--- config.mk ---
export PLATFORM = sky130hd
export DESIGN_NAME = spp_scan_pin_top
export DESIGN_NICKNAME = d
export VERILOG_FILES = /design/src/logic/spp_pkg.sv /design/src/logic/spp_tap_if.sv /design/src/logic/spp_tap_ctrl.sv /design/src/logic/spp_scan_pin_top.sv
export SDC_FILE = /design/constraint.sdc
export NUM_CORES = 1
export LEC_CHECK = 0
export ABC_CLOCK_PERIOD_IN_PS = 4700
export BUFFER_PORTS_ARGS = -buffer_cell sky130_fd_sc_hd__buf_4
export CORE_MARGIN = 2
export CORE_UTILIZATION = 59
export DETAILED_ROUTE_END_ITERATION = 16
export HOLD_SLACK_MARGIN = 0.06
export PLACE_DENSITY = 0.87
export SLEW_MARGIN = 20
export SYNTH_ARGS = -nofsm -noshare
export SYNTH_HDL_FRONTEND = slang
export SYNTH_SLANG_ARGS = --single-unit
--- constraint.sdc ---
create_clock -name clk_sys_in -period 4.7 [get_ports clk_sys_in]
set_input_delay 0 -clock clk_sys_in [delete_from_list [all_inputs] [get_ports clk_sys_in]]
set_output_delay 0 -clock clk_sys_in [all_outputs]
set_load 0.02 [all_outputs]
--- src/logic/spp_pkg.sv ---
// Purpose: shared constants and types for the scan pin sharing and probe block
// Assumes: one system clock domain; all pins sampled by that clock
// Notes: pin vector index map is shared by the top and the bench
package spp_pkg;

   // index of each shared pin in the pin vectors
   localparam int PIN_TCK = 0;
   localparam int PIN_TDI = 1;
   localparam int PIN_TDO = 2;
   localparam int PIN_PROBE_A = 3;
   localparam int PIN_PROBE_B = 4;
   localparam int NUM_PINS = 5;
   // the mode select pin sits above the shared pins in the sync vector
   localparam int SYNC_TMS = 5;
   localparam int SYNC_W = 6;

   // instruction register
   localparam int IR_W = 4;
   localparam logic [3:0] IR_CAPTURE_VAL = 4'h1;
   localparam logic [3:0] IR_PROBE_SEL = 4'h2;
   localparam logic [3:0] IR_PROGRAM = 4'h3;
   localparam logic [3:0] IR_BYPASS = 4'hF;
   localparam logic [3:0] IR_RESET_VAL = 4'hF;

   // tck cycles with mode select high that always reach the reset state
   localparam int TAP_RESET_TCK_CYCLES = 5;

   // boundary scan controller states
   typedef enum logic [3:0] {
      SPP_RESET      = 4'h0,
      SPP_IDLE       = 4'h1,
      SPP_SEL_DR     = 4'h2,
      SPP_CAP_DR     = 4'h3,
      SPP_SHIFT_DR   = 4'h4,
      SPP_EXIT1_DR   = 4'h5,
      SPP_PAUSE_DR   = 4'h6,
      SPP_EXIT2_DR   = 4'h7,
      SPP_UPDATE_DR  = 4'h8,
      SPP_SEL_IR     = 4'h9,
      SPP_CAP_IR     = 4'hA,
      SPP_SHIFT_IR   = 4'hB,
      SPP_EXIT1_IR   = 4'hC,
      SPP_PAUSE_IR   = 4'hD,
      SPP_EXIT2_IR   = 4'hE,
      SPP_UPDATE_IR  = 4'hF
   } spp_tap_state_t;

endpackage

--- src/logic/spp_tap_if.sv ---
// Purpose: carries sampled scan pin events between the pin top and the scan controller
// Assumes: all signals on clk_sys_in
// Notes: tck_rise is a one-cycle pulse per accepted test clock rising edge
`timescale 1ns/1ps
interface spp_tap_if;
   logic tck_rise;
   logic tms;
   logic tdi;
   spp_pkg::spp_tap_state_t state;
   logic [spp_pkg::IR_W-1:0] ir;
   logic ir_lsb;

   modport ctrl (
      output tck_rise,
      output tms,
      output tdi,
      input state,
      input ir,
      input ir_lsb
   );

   modport tap (
      input tck_rise,
      input tms,
      input tdi,
      output state,
      output ir,
      output ir_lsb
   );
endinterface

--- src/logic/spp_tap_ctrl.sv ---
// Purpose: boundary scan state machine and instruction register
// Assumes: test clock edges arrive as pulses already sampled by the system clock
// Notes: state advances only on accepted rising test clock edges
`timescale 1ns/1ps
module spp_tap_ctrl (
   input wire logic clk_sys_in,
   input wire logic arst_n_in,
   spp_tap_if.tap tap
);

   spp_pkg::spp_tap_state_t state;
   spp_pkg::spp_tap_state_t next_state;
   logic [spp_pkg::IR_W-1:0] ir_shift;
   logic [spp_pkg::IR_W-1:0] ir;

   // standard sixteen state walk; five highs reach reset from anywhere
   function automatic spp_pkg::spp_tap_state_t step(input spp_pkg::spp_tap_state_t s, input logic m);
      case (s)
         spp_pkg::SPP_RESET: step = m ? spp_pkg::SPP_RESET : spp_pkg::SPP_IDLE;
         spp_pkg::SPP_IDLE: step = m ? spp_pkg::SPP_SEL_DR : spp_pkg::SPP_IDLE;
         spp_pkg::SPP_SEL_DR: step = m ? spp_pkg::SPP_SEL_IR : spp_pkg::SPP_CAP_DR;
         spp_pkg::SPP_CAP_DR: step = m ? spp_pkg::SPP_EXIT1_DR : spp_pkg::SPP_SHIFT_DR;
         spp_pkg::SPP_SHIFT_DR: step = m ? spp_pkg::SPP_EXIT1_DR : spp_pkg::SPP_SHIFT_DR;
         spp_pkg::SPP_EXIT1_DR: step = m ? spp_pkg::SPP_UPDATE_DR : spp_pkg::SPP_PAUSE_DR;
         spp_pkg::SPP_PAUSE_DR: step = m ? spp_pkg::SPP_EXIT2_DR : spp_pkg::SPP_PAUSE_DR;
         spp_pkg::SPP_EXIT2_DR: step = m ? spp_pkg::SPP_UPDATE_DR : spp_pkg::SPP_SHIFT_DR;
         spp_pkg::SPP_UPDATE_DR: step = m ? spp_pkg::SPP_SEL_DR : spp_pkg::SPP_IDLE;
         spp_pkg::SPP_SEL_IR: step = m ? spp_pkg::SPP_RESET : spp_pkg::SPP_CAP_IR;
         spp_pkg::SPP_CAP_IR: step = m ? spp_pkg::SPP_EXIT1_IR : spp_pkg::SPP_SHIFT_IR;
         spp_pkg::SPP_SHIFT_IR: step = m ? spp_pkg::SPP_EXIT1_IR : spp_pkg::SPP_SHIFT_IR;
         spp_pkg::SPP_EXIT1_IR: step = m ? spp_pkg::SPP_UPDATE_IR : spp_pkg::SPP_PAUSE_IR;
         spp_pkg::SPP_PAUSE_IR: step = m ? spp_pkg::SPP_EXIT2_IR : spp_pkg::SPP_PAUSE_IR;
         spp_pkg::SPP_EXIT2_IR: step = m ? spp_pkg::SPP_UPDATE_IR : spp_pkg::SPP_SHIFT_IR;
         spp_pkg::SPP_UPDATE_IR: step = m ? spp_pkg::SPP_SEL_DR : spp_pkg::SPP_IDLE;
         default: step = spp_pkg::SPP_RESET;
      endcase
   endfunction

   always_comb begin
      next_state = step(state, tap.tms);
   end

   // state register, moved only by accepted test clock edges
   always_ff @(posedge clk_sys_in or negedge arst_n_in) begin
      if (!arst_n_in) begin
         state <= spp_pkg::SPP_RESET;
      end else if (tap.tck_rise) begin
         state <= next_state;
      end
   end

   // instruction shift path and update; reset state restores bypass
   always_ff @(posedge clk_sys_in or negedge arst_n_in) begin
      if (!arst_n_in) begin
         ir_shift <= spp_pkg::IR_RESET_VAL;
         ir <= spp_pkg::IR_RESET_VAL;
      end else if (tap.tck_rise) begin
         case (state)
            spp_pkg::SPP_RESET: begin
               ir <= spp_pkg::IR_RESET_VAL;
            end
            spp_pkg::SPP_CAP_IR: begin
               ir_shift <= spp_pkg::IR_CAPTURE_VAL;
            end
            spp_pkg::SPP_SHIFT_IR: begin
               ir_shift <= {tap.tdi, ir_shift[spp_pkg::IR_W-1:1]};
            end
            spp_pkg::SPP_UPDATE_IR: begin
               ir <= ir_shift;
            end
            default: begin
               ir <= ir;
            end
         endcase
      end
   end

   assign tap.state = state;
   assign tap.ir = ir;
   assign tap.ir_lsb = ir_shift[0];

endmodule

--- src/logic/spp_scan_pin_top.sv ---
// Purpose: shares test clock, data in and data out pins and two probe pins with user i/o
// Assumes: tester test clock far slower than clk_sys_in; mode and fuse inputs static
// Notes: every pin input passes two flops; pin outputs and enables are registered
`timescale 1ns/1ps
module spp_scan_pin_top #(
   parameter int NUM_NODES = 16
) (
   input wire logic clk_sys_in,
   input wire logic arst_n_in,
   input wire logic dedicated_mode_in,
   input wire logic probe_fuse_blown_in,
   input wire logic tms_in,
   input wire logic [spp_pkg::NUM_PINS-1:0] shared_pin_in,
   output logic [spp_pkg::NUM_PINS-1:0] shared_pin_out,
   output logic [spp_pkg::NUM_PINS-1:0] shared_pin_oe_n_out,
   input wire logic [spp_pkg::NUM_PINS-1:0] user_pin_data_in,
   input wire logic [spp_pkg::NUM_PINS-1:0] user_pin_oe_n_in,
   output logic [spp_pkg::NUM_PINS-1:0] user_pin_read_out,
   input wire logic [NUM_NODES-1:0] probe_node_in,
   output logic scan_active_out,
   output logic prog_bit_out,
   output logic prog_bit_valid_out
);

   localparam int SEL_W = (NUM_NODES > 1) ? $clog2(NUM_NODES) : 1;
   localparam int CFG_W = 2 * (SEL_W + 1);

   // refuse node counts the selector cannot address cleanly, at elaboration
   if (NUM_NODES < 2 || NUM_NODES > 1024) begin : g_bad_nodes
      $error("spp_scan_pin_top: NUM_NODES must lie in 2..1024");
   end

   spp_tap_if tap_bus ();

   logic [spp_pkg::SYNC_W-1:0] sync_a;
   logic [spp_pkg::SYNC_W-1:0] sync_b;
   logic tck_prev;
   logic tck_rise_raw;
   logic tck_fall_raw;
   logic tck_rise;
   logic tck_fall;
   logic scan_active;
   logic next_scan_active;
   logic [CFG_W-1:0] dr_shift;
   logic [CFG_W-1:0] probe_cfg;
   logic tdo_bit;
   logic tdo_drive;
   logic in_shift;
   logic in_shift_dr;
   logic in_shift_ir;
   logic probe_a_en;
   logic probe_b_en;
   logic [SEL_W-1:0] probe_a_sel;
   logic [SEL_W-1:0] probe_b_sel;
   logic probe_a_val;
   logic probe_b_val;
   logic [SEL_W:0] probe_a_field;
   logic [SEL_W:0] probe_b_field;

   // field layout of the probe setup word: {en_b, sel_b, en_a, sel_a}
   function automatic logic [SEL_W:0] cfg_field(input logic [CFG_W-1:0] cfg, input logic hi);
      cfg_field = hi ? cfg[CFG_W-1:SEL_W+1] : cfg[SEL_W:0];
   endfunction

   // node pick shared by both probe channels
   function automatic logic pick_node(input logic [NUM_NODES-1:0] nodes, input logic [SEL_W-1:0] sel);
      pick_node = (int'(sel) < NUM_NODES) ? nodes[sel] : 1'b0;
   endfunction

   // two-flop synchronisers; only the second stage is looked at
   always_ff @(posedge clk_sys_in or negedge arst_n_in) begin
      if (!arst_n_in) begin
         // mode select idles high; a low reset value would fake a scan claim
         sync_a <= {1'b1, {spp_pkg::NUM_PINS{1'b0}}};
         sync_b <= {1'b1, {spp_pkg::NUM_PINS{1'b0}}};
      end else begin
         sync_a <= {tms_in, shared_pin_in};
         sync_b <= sync_a;
      end
   end

   // edge finder on the sampled test clock
   always_ff @(posedge clk_sys_in or negedge arst_n_in) begin
      if (!arst_n_in) begin
         tck_prev <= 1'b0;
      end else begin
         tck_prev <= sync_b[spp_pkg::PIN_TCK];
      end
   end

   assign tck_rise_raw = sync_b[spp_pkg::PIN_TCK] & ~tck_prev;
   assign tck_fall_raw = ~sync_b[spp_pkg::PIN_TCK] & tck_prev;
   // user toggling on the shared clock pin must not walk the controller
   assign tck_rise = tck_rise_raw & scan_active;
   assign tck_fall = tck_fall_raw & scan_active;

   assign tap_bus.tck_rise = tck_rise;
   assign tap_bus.tms = sync_b[spp_pkg::SYNC_TMS];
   assign tap_bus.tdi = sync_b[spp_pkg::PIN_TDI];

   spp_tap_ctrl u_tap (
      .clk_sys_in(clk_sys_in),
      .arst_n_in(arst_n_in),
      .tap(tap_bus.tap)
   );

   // pin role: dedicated mode or low mode select claims the pins; otherwise the reset state gives them back
   always_comb begin
      if (dedicated_mode_in) begin
         next_scan_active = 1'b1;
      end else if (!sync_b[spp_pkg::SYNC_TMS]) begin
         next_scan_active = 1'b1;
      end else if (tap_bus.state == spp_pkg::SPP_RESET) begin
         next_scan_active = 1'b0;
      end else begin
         next_scan_active = scan_active;
      end
   end

   always_ff @(posedge clk_sys_in or negedge arst_n_in) begin
      if (!arst_n_in) begin
         scan_active <= 1'b0;
      end else begin
         scan_active <= next_scan_active;
      end
   end

   assign in_shift_dr = (tap_bus.state == spp_pkg::SPP_SHIFT_DR);
   assign in_shift_ir = (tap_bus.state == spp_pkg::SPP_SHIFT_IR);
   assign in_shift = in_shift_dr | in_shift_ir;

   // data register path, chosen by the current instruction
   always_ff @(posedge clk_sys_in or negedge arst_n_in) begin
      if (!arst_n_in) begin
         dr_shift <= '0;
      end else if (tck_rise) begin
         if (tap_bus.state == spp_pkg::SPP_CAP_DR) begin
            dr_shift <= (tap_bus.ir == spp_pkg::IR_PROBE_SEL) ? probe_cfg : '0;
         end else if (in_shift_dr) begin
            if (tap_bus.ir == spp_pkg::IR_PROBE_SEL) begin
               dr_shift <= {tap_bus.tdi, dr_shift[CFG_W-1:1]};
            end else begin
               // bypass and programming both use a single stage
               dr_shift <= {{(CFG_W-1){1'b0}}, tap_bus.tdi};
            end
         end
      end
   end

   // probe setup survives the controller reset so probes keep running
   always_ff @(posedge clk_sys_in or negedge arst_n_in) begin
      if (!arst_n_in) begin
         probe_cfg <= '0;
      end else if (probe_fuse_blown_in) begin
         probe_cfg <= '0;
      end else if (tck_rise && tap_bus.state == spp_pkg::SPP_UPDATE_DR
                   && tap_bus.ir == spp_pkg::IR_PROBE_SEL) begin
         probe_cfg <= dr_shift;
      end
   end

   // programming stream: one bit per test clock while shifting
   always_ff @(posedge clk_sys_in or negedge arst_n_in) begin
      if (!arst_n_in) begin
         prog_bit_out <= 1'b0;
         prog_bit_valid_out <= 1'b0;
      end else begin
         prog_bit_valid_out <= tck_rise & in_shift_dr & (tap_bus.ir == spp_pkg::IR_PROGRAM);
         if (tck_rise && in_shift_dr && tap_bus.ir == spp_pkg::IR_PROGRAM) begin
            prog_bit_out <= tap_bus.tdi;
         end
      end
   end

   // serial out changes on the falling test clock, as the tester expects
   always_ff @(posedge clk_sys_in or negedge arst_n_in) begin
      if (!arst_n_in) begin
         tdo_bit <= 1'b0;
         tdo_drive <= 1'b0;
      end else if (!scan_active) begin
         tdo_drive <= 1'b0;
      end else if (tck_fall) begin
         tdo_drive <= in_shift;
         if (in_shift_ir) begin
            tdo_bit <= tap_bus.ir_lsb;
         end else if (in_shift_dr) begin
            tdo_bit <= dr_shift[0];
         end
      end
   end

   // probe channels; fuse gates the enables even before the setup clears
   assign probe_a_field = cfg_field(probe_cfg, 1'b0);
   assign probe_b_field = cfg_field(probe_cfg, 1'b1);
   assign probe_a_en = probe_a_field[SEL_W] & ~probe_fuse_blown_in;
   assign probe_b_en = probe_b_field[SEL_W] & ~probe_fuse_blown_in;
   assign probe_a_sel = probe_a_field[SEL_W-1:0];
   assign probe_b_sel = probe_b_field[SEL_W-1:0];
   assign probe_a_val = pick_node(probe_node_in, probe_a_sel);
   assign probe_b_val = pick_node(probe_node_in, probe_b_sel);

   // registered pin drivers; one cycle of latency buys glitch-free pads
   always_ff @(posedge clk_sys_in or negedge arst_n_in) begin
      if (!arst_n_in) begin
         shared_pin_out <= '0;
         shared_pin_oe_n_out <= '1;
      end else begin
         if (scan_active) begin
            // clock and data in are inputs to the scan logic
            shared_pin_out[spp_pkg::PIN_TCK] <= 1'b0;
            shared_pin_oe_n_out[spp_pkg::PIN_TCK] <= 1'b1;
            shared_pin_out[spp_pkg::PIN_TDI] <= 1'b0;
            shared_pin_oe_n_out[spp_pkg::PIN_TDI] <= 1'b1;
            shared_pin_out[spp_pkg::PIN_TDO] <= tdo_bit;
            shared_pin_oe_n_out[spp_pkg::PIN_TDO] <= ~tdo_drive;
         end else begin
            shared_pin_out[spp_pkg::PIN_TDO:spp_pkg::PIN_TCK] <=
               user_pin_data_in[spp_pkg::PIN_TDO:spp_pkg::PIN_TCK];
            shared_pin_oe_n_out[spp_pkg::PIN_TDO:spp_pkg::PIN_TCK] <=
               user_pin_oe_n_in[spp_pkg::PIN_TDO:spp_pkg::PIN_TCK];
         end
         // probe pins fall back to the user when not probing
         shared_pin_out[spp_pkg::PIN_PROBE_A] <= probe_a_en ? probe_a_val
                                                 : user_pin_data_in[spp_pkg::PIN_PROBE_A];
         shared_pin_oe_n_out[spp_pkg::PIN_PROBE_A] <= probe_a_en ? 1'b0
                                                     : user_pin_oe_n_in[spp_pkg::PIN_PROBE_A];
         shared_pin_out[spp_pkg::PIN_PROBE_B] <= probe_b_en ? probe_b_val
                                                 : user_pin_data_in[spp_pkg::PIN_PROBE_B];
         shared_pin_oe_n_out[spp_pkg::PIN_PROBE_B] <= probe_b_en ? 1'b0
                                                     : user_pin_oe_n_in[spp_pkg::PIN_PROBE_B];
      end
   end

   // user sees the synchronised pad levels whatever the role
   assign user_pin_read_out = sync_b[spp_pkg::NUM_PINS-1:0];
   assign scan_active_out = scan_active;

endmodule

==> results of run 1 <==
## kinds of logic after synthesis
kind of cell    count (synthesis)
flops                          60
buf+inv                        21
mux                            38
compound gates                 39
simple gates                   76
## sequential cells by signal, indices dropped and copies added (netlist names)
register / count
dr_shift: 10
probe_cfg: 10
sync_a: 6
sync_b: 6
shared_pin_oe_n_out: 5
shared_pin_out: 5
u_tap.ir_shift: 4
u_tap.tap.ir: 4
u_tap.tap.state: 4
prog_bit_out: 1
prog_bit_valid_out: 1
scan_active_out: 1
tck_prev: 1
tdo_bit: 1
tdo_drive: 1
## path summary, 6_finish.rpt
kind	from	to	slack, ns	cells after the start
setup reg to reg	u_tap.tap.ir[1]	probe_cfg[0]	2.49	4
setup / recovery	u_tap.tap.ir[1]	probe_cfg[0]	2.49	4
hold / removal	arst_n_in	shared_pin_out[1]	0.27	2
hold reg to reg	sync_a[4]	sync_b[4]	0.35	0
min in group clk_sys_in	shared_pin_in[4]	sync_a[4]	0.32	2
max in group asynchronous	arst_n_in	sync_b[2]	3.94	2
## timing repair
action	4_1_cts	5_1_grt
hold buffers	21	0
setup buffers	0	0
hold endpoints to repair	72	0
## where the power goes
| part | internal [W] | switching [W] |
|---|---|---|
| sequential | 0.000601 | 0.000100 |
| clock | 0.000203 | 0.000184 |
| combinational | 0.000183 | 0.000162 |
| total | 0.000986 | 0.000446 |
## metrics by stage
stage / instances / power (W) / instance area [µm²]
2_1_floorplan: 234 / 0.0009209 / 2805
3_3_place_gp: 324 / 0.001018 / 3204
3_5_place_dp: 324 / 0.001031 / 3204
4_1_cts: 361 / 0.001435 / 3578
5_1_grt: 361 / 0.001509 / 3578
6_report: 361 / 0.001432 / 3578
## metal layers
metal / global-route usage / routed length [µm] / vias to the layer above
li1: - / - / 978
met1: 0.3119 / 2509 / 1028
met3: 0.06768 / 344 / 15
met5: 0 / 0 / -
met2: 0.4000 / 3140 / 77
met4: 0.1214 / 176 / 0
## layout make-up
class | instances | share of cell area
sequential | 60 | 0.4248
inverter | 3 | 0.003147
clock buffer | 13 | 0.04161
clock inverter | 3 | 0.004196
tap | 54 | 0.01888
timing repair buffer | 75 | 0.1720
multi-input combinational | 153 | 0.3353
## placed cells by master (no fill, tap or decap), types with 3 or more instances in the layout
cell            n
nand2b_1        3
mux4_2         10
a22o_1          3
buf_4          54
dfstp_2        15
nand4_1         3
inv_1           3
nor2b_1        12
or2_2           4
dlygate4sd3_1  21
o22a_1          5
dfrtp_1        45
clkbuf_1        3
mux2_2          4
nor2_1         13
o21ai_0         7
nand3b_1        3
nand3_1         4
nand2_1        22
o31ai_1         9
mux2i_1        24
a21oi_1         7
clkbuf_8       10
clkinv_2        3
==> flow_summary.json, run 1 <==
{
  "ys_warn_count": 0,
  "final_util": 0.7678,
  "status": "complete, no violations",
  "synth_seq_cells": 60,
  "die-area_um2": 5322,
  "fin_skew_ns": 0.008307,
  "initial_core_util": 0.6019,
  "seq_area_um2": 1520,
  "max_cap_violations": 0,
  "fin_crit_ns": 2.205,
  "numClockSinks": 60,
  "tns_ns": 0,
  "finalHoldViolations": 0,
  "synth_xor_area_frac": 0,
  "cts_htree_levels": 3,
  "max_freq_mhz": 453.4,
  "post-route-period-util": 0.4692,
  "grt-ovfl-total": 0,
  "critPathMaxFanout": 12,
  "synth.distinct_cells": 39,
  "antenna_found_initial": 0,
  "ant_nets": 0,
  "tightest_slew_ns": 0.7304,
  "syn-num-nets": 270,
  "grt_pass1_vias": 2038,
  "synth_top_family_by_area": "multiplexers",
  "critPathKind": "reg -> reg",
  "io_buffers": 53,
  "synth_top_area_frac": 0.4014,
  "end_kind": "flop",
  "hp-class": "in -> async",
  "async_reset_ff_frac": 1.000,
  "rows": 25,
  "drv_slew": 0,
  "arrival_ns": 2.41,
  "die_h_um": 72.96,
  "path_cells": "or4b_4 > or4_4 > mux2i_1 > nor2_1",
  "viasPerCell": 5.812,
  "wl_per_cell_um": 17.09,
  "synth_area_leaders": "dfrtp_1 (40%), dfstp_2 (14%), mux2i_1 (8.6%)",
  "synth_area_um2": 2805,
  "wl_mm": 6.170,
  "drive_gt1_frac": 0.3420,
  "drtPass1Iterations": 5,
  "syn2layout_area_growth_pct": 27.56,
  "multi_input_area_um2": 1200,
  "rsz0062_at_grt": "false",
  "synthAdderAreaFrac": 0,
  "grt_usage": 0.2487,
  "hold_slack_ns": 0.2735,
  "cts_root_buf": "clkbuf_8",
  "drt_iter0_markers": 144,
  "slowest_stage": "or4_4",
  "fin_nets": 338,
  "hpwl_mm": 3.640,
  "yosys.area.top_type": "dfrtp_1",
  "core-area_um2": 4661,
  "vias": 2098,
  "diodes": 0,
  "post_cts_resize_count": 0,
  "ios": 54,
  "clk_pin_slew_ns": 0.06,
  "setup_viol": 0,
  "finalWorstSetupSlack_ns": 2.495,
  "ys.flop_type": "dfrtp_1",
  "synth.most_common_cell": "dfrtp_1",
  "pre_cts_ws_ns": 2.590,
  "fill_cells": 283,
  "grt_pass1_wl_mm": 9.701,
  "critPathRequiredTime_ns": 4.90,
  "die_x_um": 72.96,
  "yosys.area_share.simple": 0.1472,
  "syn_inst": 234,
  "worstSkewPairLatency_ns": 0.33,
  "ir_drop_mv": 0.2410,
  "cpPeakStageDelay_ns": 0.64,
  "cp-start-kind": "flop",
  "clock_path_buffers": 2,
  "avgSynthCellArea_um2": 11.99,
  "cts_made_buffers": 9,
  "cts_tree": "built",
  "synth_commonest_cells": "dfrtp_1 (45), mux2i_1 (24), nand2_1 (22)",
  "yosysSeqAreaShare": 0.5419,
  "muxShareOfSynthArea": 0.1820,
  "synth_compound_area_frac": 0.09634,
  "cp_top_family": "simple AND/OR/NAND/NOR gates",
  "grt_max_degree": 61,
  "cellLeakagePower_nw": 1.600,
  "power_density_nw_per_um2": 400.3,
  "synth_edf_count": 0,
  "drc": 0,
  "gp_congestion": 0.8779,
  "worst-path-buf-inv": 0,
  "slew_headroom": 0.5130
}
(Power assumes the default switching activity.)
==> run 2, diff against run 1 <==
- ABC_CLOCK_PERIOD_IN_PS: 4700 -> 1800
- CORE_UTILIZATION: 59 -> 49
- PLACE_DENSITY: 0.87 -> 0.78
- clock period: 4.7 -> 1.8 ns (I/O delays scaled with it)
==> run 2 against run 1 <==
Net effect:
- first-iteration DRC count increased by 2.1%
- largest power group unchanged
- the run now ends with negative setup slack left
- sequential share of layout area decreased by 2.9 points
- highest routed layer unchanged
- utilization decreased by 6.9 points
==> flow_summary.json, run 2 (synthesis gave the netlist of run 1 again) <==
{
  "cts_made_buffers": 9,
  "numClockSinks": 60,
  "wl_per_cell_um": 15.86,
  "syn2layout_area_growth_pct": 37.20,
  "end_kind": "flop",
  "grt_pass1_vias": 2228,
  "drv_slew": 0,
  "seq_area_um2": 1523,
  "grt_pass1_wl_mm": 10.51,
  "diodes": 0,
  "antenna_found_initial": 0,
  "die_h_um": 79.66,
  "post-route-period-util": 1.086,
  "grt-ovfl-total": 0,
  "hp-class": "in -> async",
  "fin_skew_ns": 0.009501,
  "finalHoldViolations": 0,
  "rows": 27,
  "ant_nets": 0,
  "fin_crit_ns": 1.954,
  "ir_drop_mv": 0.6168,
  "tightest_slew_ns": 0.7242,
  "drc": 0,
  "core-area_um2": 5507,
  "final_cell_mix": "buf_4 (73), dfrtp_1 (43), mux2i_1 (23)",
  "p_total_w": 0.004421,
  "cellLeakagePower_nw": 1.726,
  "cts_htree_levels": 3,
  "critPathMaxFanout": 5,
  "max_cap_violations": 0,
  "grt_max_degree": 61,
  "violations": "negative setup slack",
  "slew_headroom": 0.5172,
  "final_common_cell": "buf_4",
  "critPathKind": "reg -> reg",
  "arrival_ns": 2.18,
  "die_x_um": 79.66,
  "finalWorstSetupSlack_ns": -0.1545,
  "gp_congestion": 0.8215,
  "hpwl_mm": 4.168,
  "largestRegisters": "dr_shift (10), probe_cfg (10)",
  "ios": 54,
  "drtPass1Iterations": 4,
  "max_freq_mhz": 511.6,
  "wl_mm": 6.330,
  "io_buffers": 53,
  "die-area_um2": 6346,
  "cts_root_buf": "clkbuf_8",
  "rsz0062_at_grt": "true",
  "worstSkewPairLatency_ns": 0.34,
  "drive_gt1_frac": 0.4006,
  "power_density_nw_per_um2": 1149,
  "clock_path_buffers": 2,
  "viasPerCell": 5.439,
  "vias": 2170,
  "drt_iter0_markers": 147,
  "initial_core_util": 0.5094,
  "status": "complete, but fails checks",
  "fin_nets": 358,
  "cp-start-kind": "flop",
  "clk_pin_slew_ns": 0.07,
  "pre_cts_ws_ns": -0.1840,
  "grt_usage": 0.2175,
  "fill_cells": 365,
  "cts_tree": "built",
  "multi_input_area_um2": 1215,
  "critPathRequiredTime_ns": 2.03,
  "hold_slack_ns": 0.2678,
  "setup_viol": 11
}
==> run 2: critical path, stage by stage, from the launching register on <==
cell	delay, ns
dfstp_2	0.52
or4b_4	0.48
or4_4	0.57
mux2i_2	0.20
nor2_1	0.07
==> run 2: metal layers <==
metal	vias up	GRT usage	part of all wire
met4	0	0.1000	0.014
li1	1025	-	-
met5	-	0	0
met3	7	0.04751	0.053
met1	1071	0.2704	0.43
met2	67	0.3622	0.50
==> run 2: worst paths after layout <==
path / start / end / slack [ns] / depth (start not counted)
min in group clk_sys_in: shared_pin_in[1] / sync_a[1] / 0.31 / 2
setup reg to reg: u_tap.tap.ir[1] / probe_cfg[2] / -0.15 / 4
max in group asynchronous: arst_n_in / probe_cfg[5] / 1.01 / 2
hold reg to reg: sync_a[2] / sync_b[2] / 0.35 / 0
hold / removal: arst_n_in / shared_pin_out[3] / 0.27 / 2
setup / recovery: u_tap.tap.ir[1] / probe_cfg[2] / -0.15 / 4
==> run 2: final cells by class <==
cell class	count	share of cell area
inverter	3	0.002926
multi-input combinational	154	0.3157
sequential	60	0.3956
timing repair buffer	94	0.1996
tap	72	0.02341
clock inverter	5	0.02601
clock buffer	11	0.03674
==> run 2: per-stage QoR <==
step,TNS [ns],area [µm²],std cells,util
floorplan,-1.385,2810,234,-
global placement,-1.294,3374,360,0.6128
detailed placement,-1.652,3374,360,0.6128
CTS,-1.493,3836,398,0.6967
global route,-1.712,3849,399,0.6989
finish,-1.302,3849,399,0.6989
==> run 2: repair_timing <==
action	CTS	global route
gates resized for setup	2	3
endpoints found under the hold margin	72	0
hold buffers	20	0
cloned	1	0
pin swaps	2	1
endpoints found under the setup margin	12	13
buffers inserted	1	1
==> run 2: power by group <==
part           internal (W)  switching (W)
Clock              0.000953       0.000514
Sequential          0.00157       0.000119
Combinational      0.000631       0.000634
Total               0.00315        0.00127
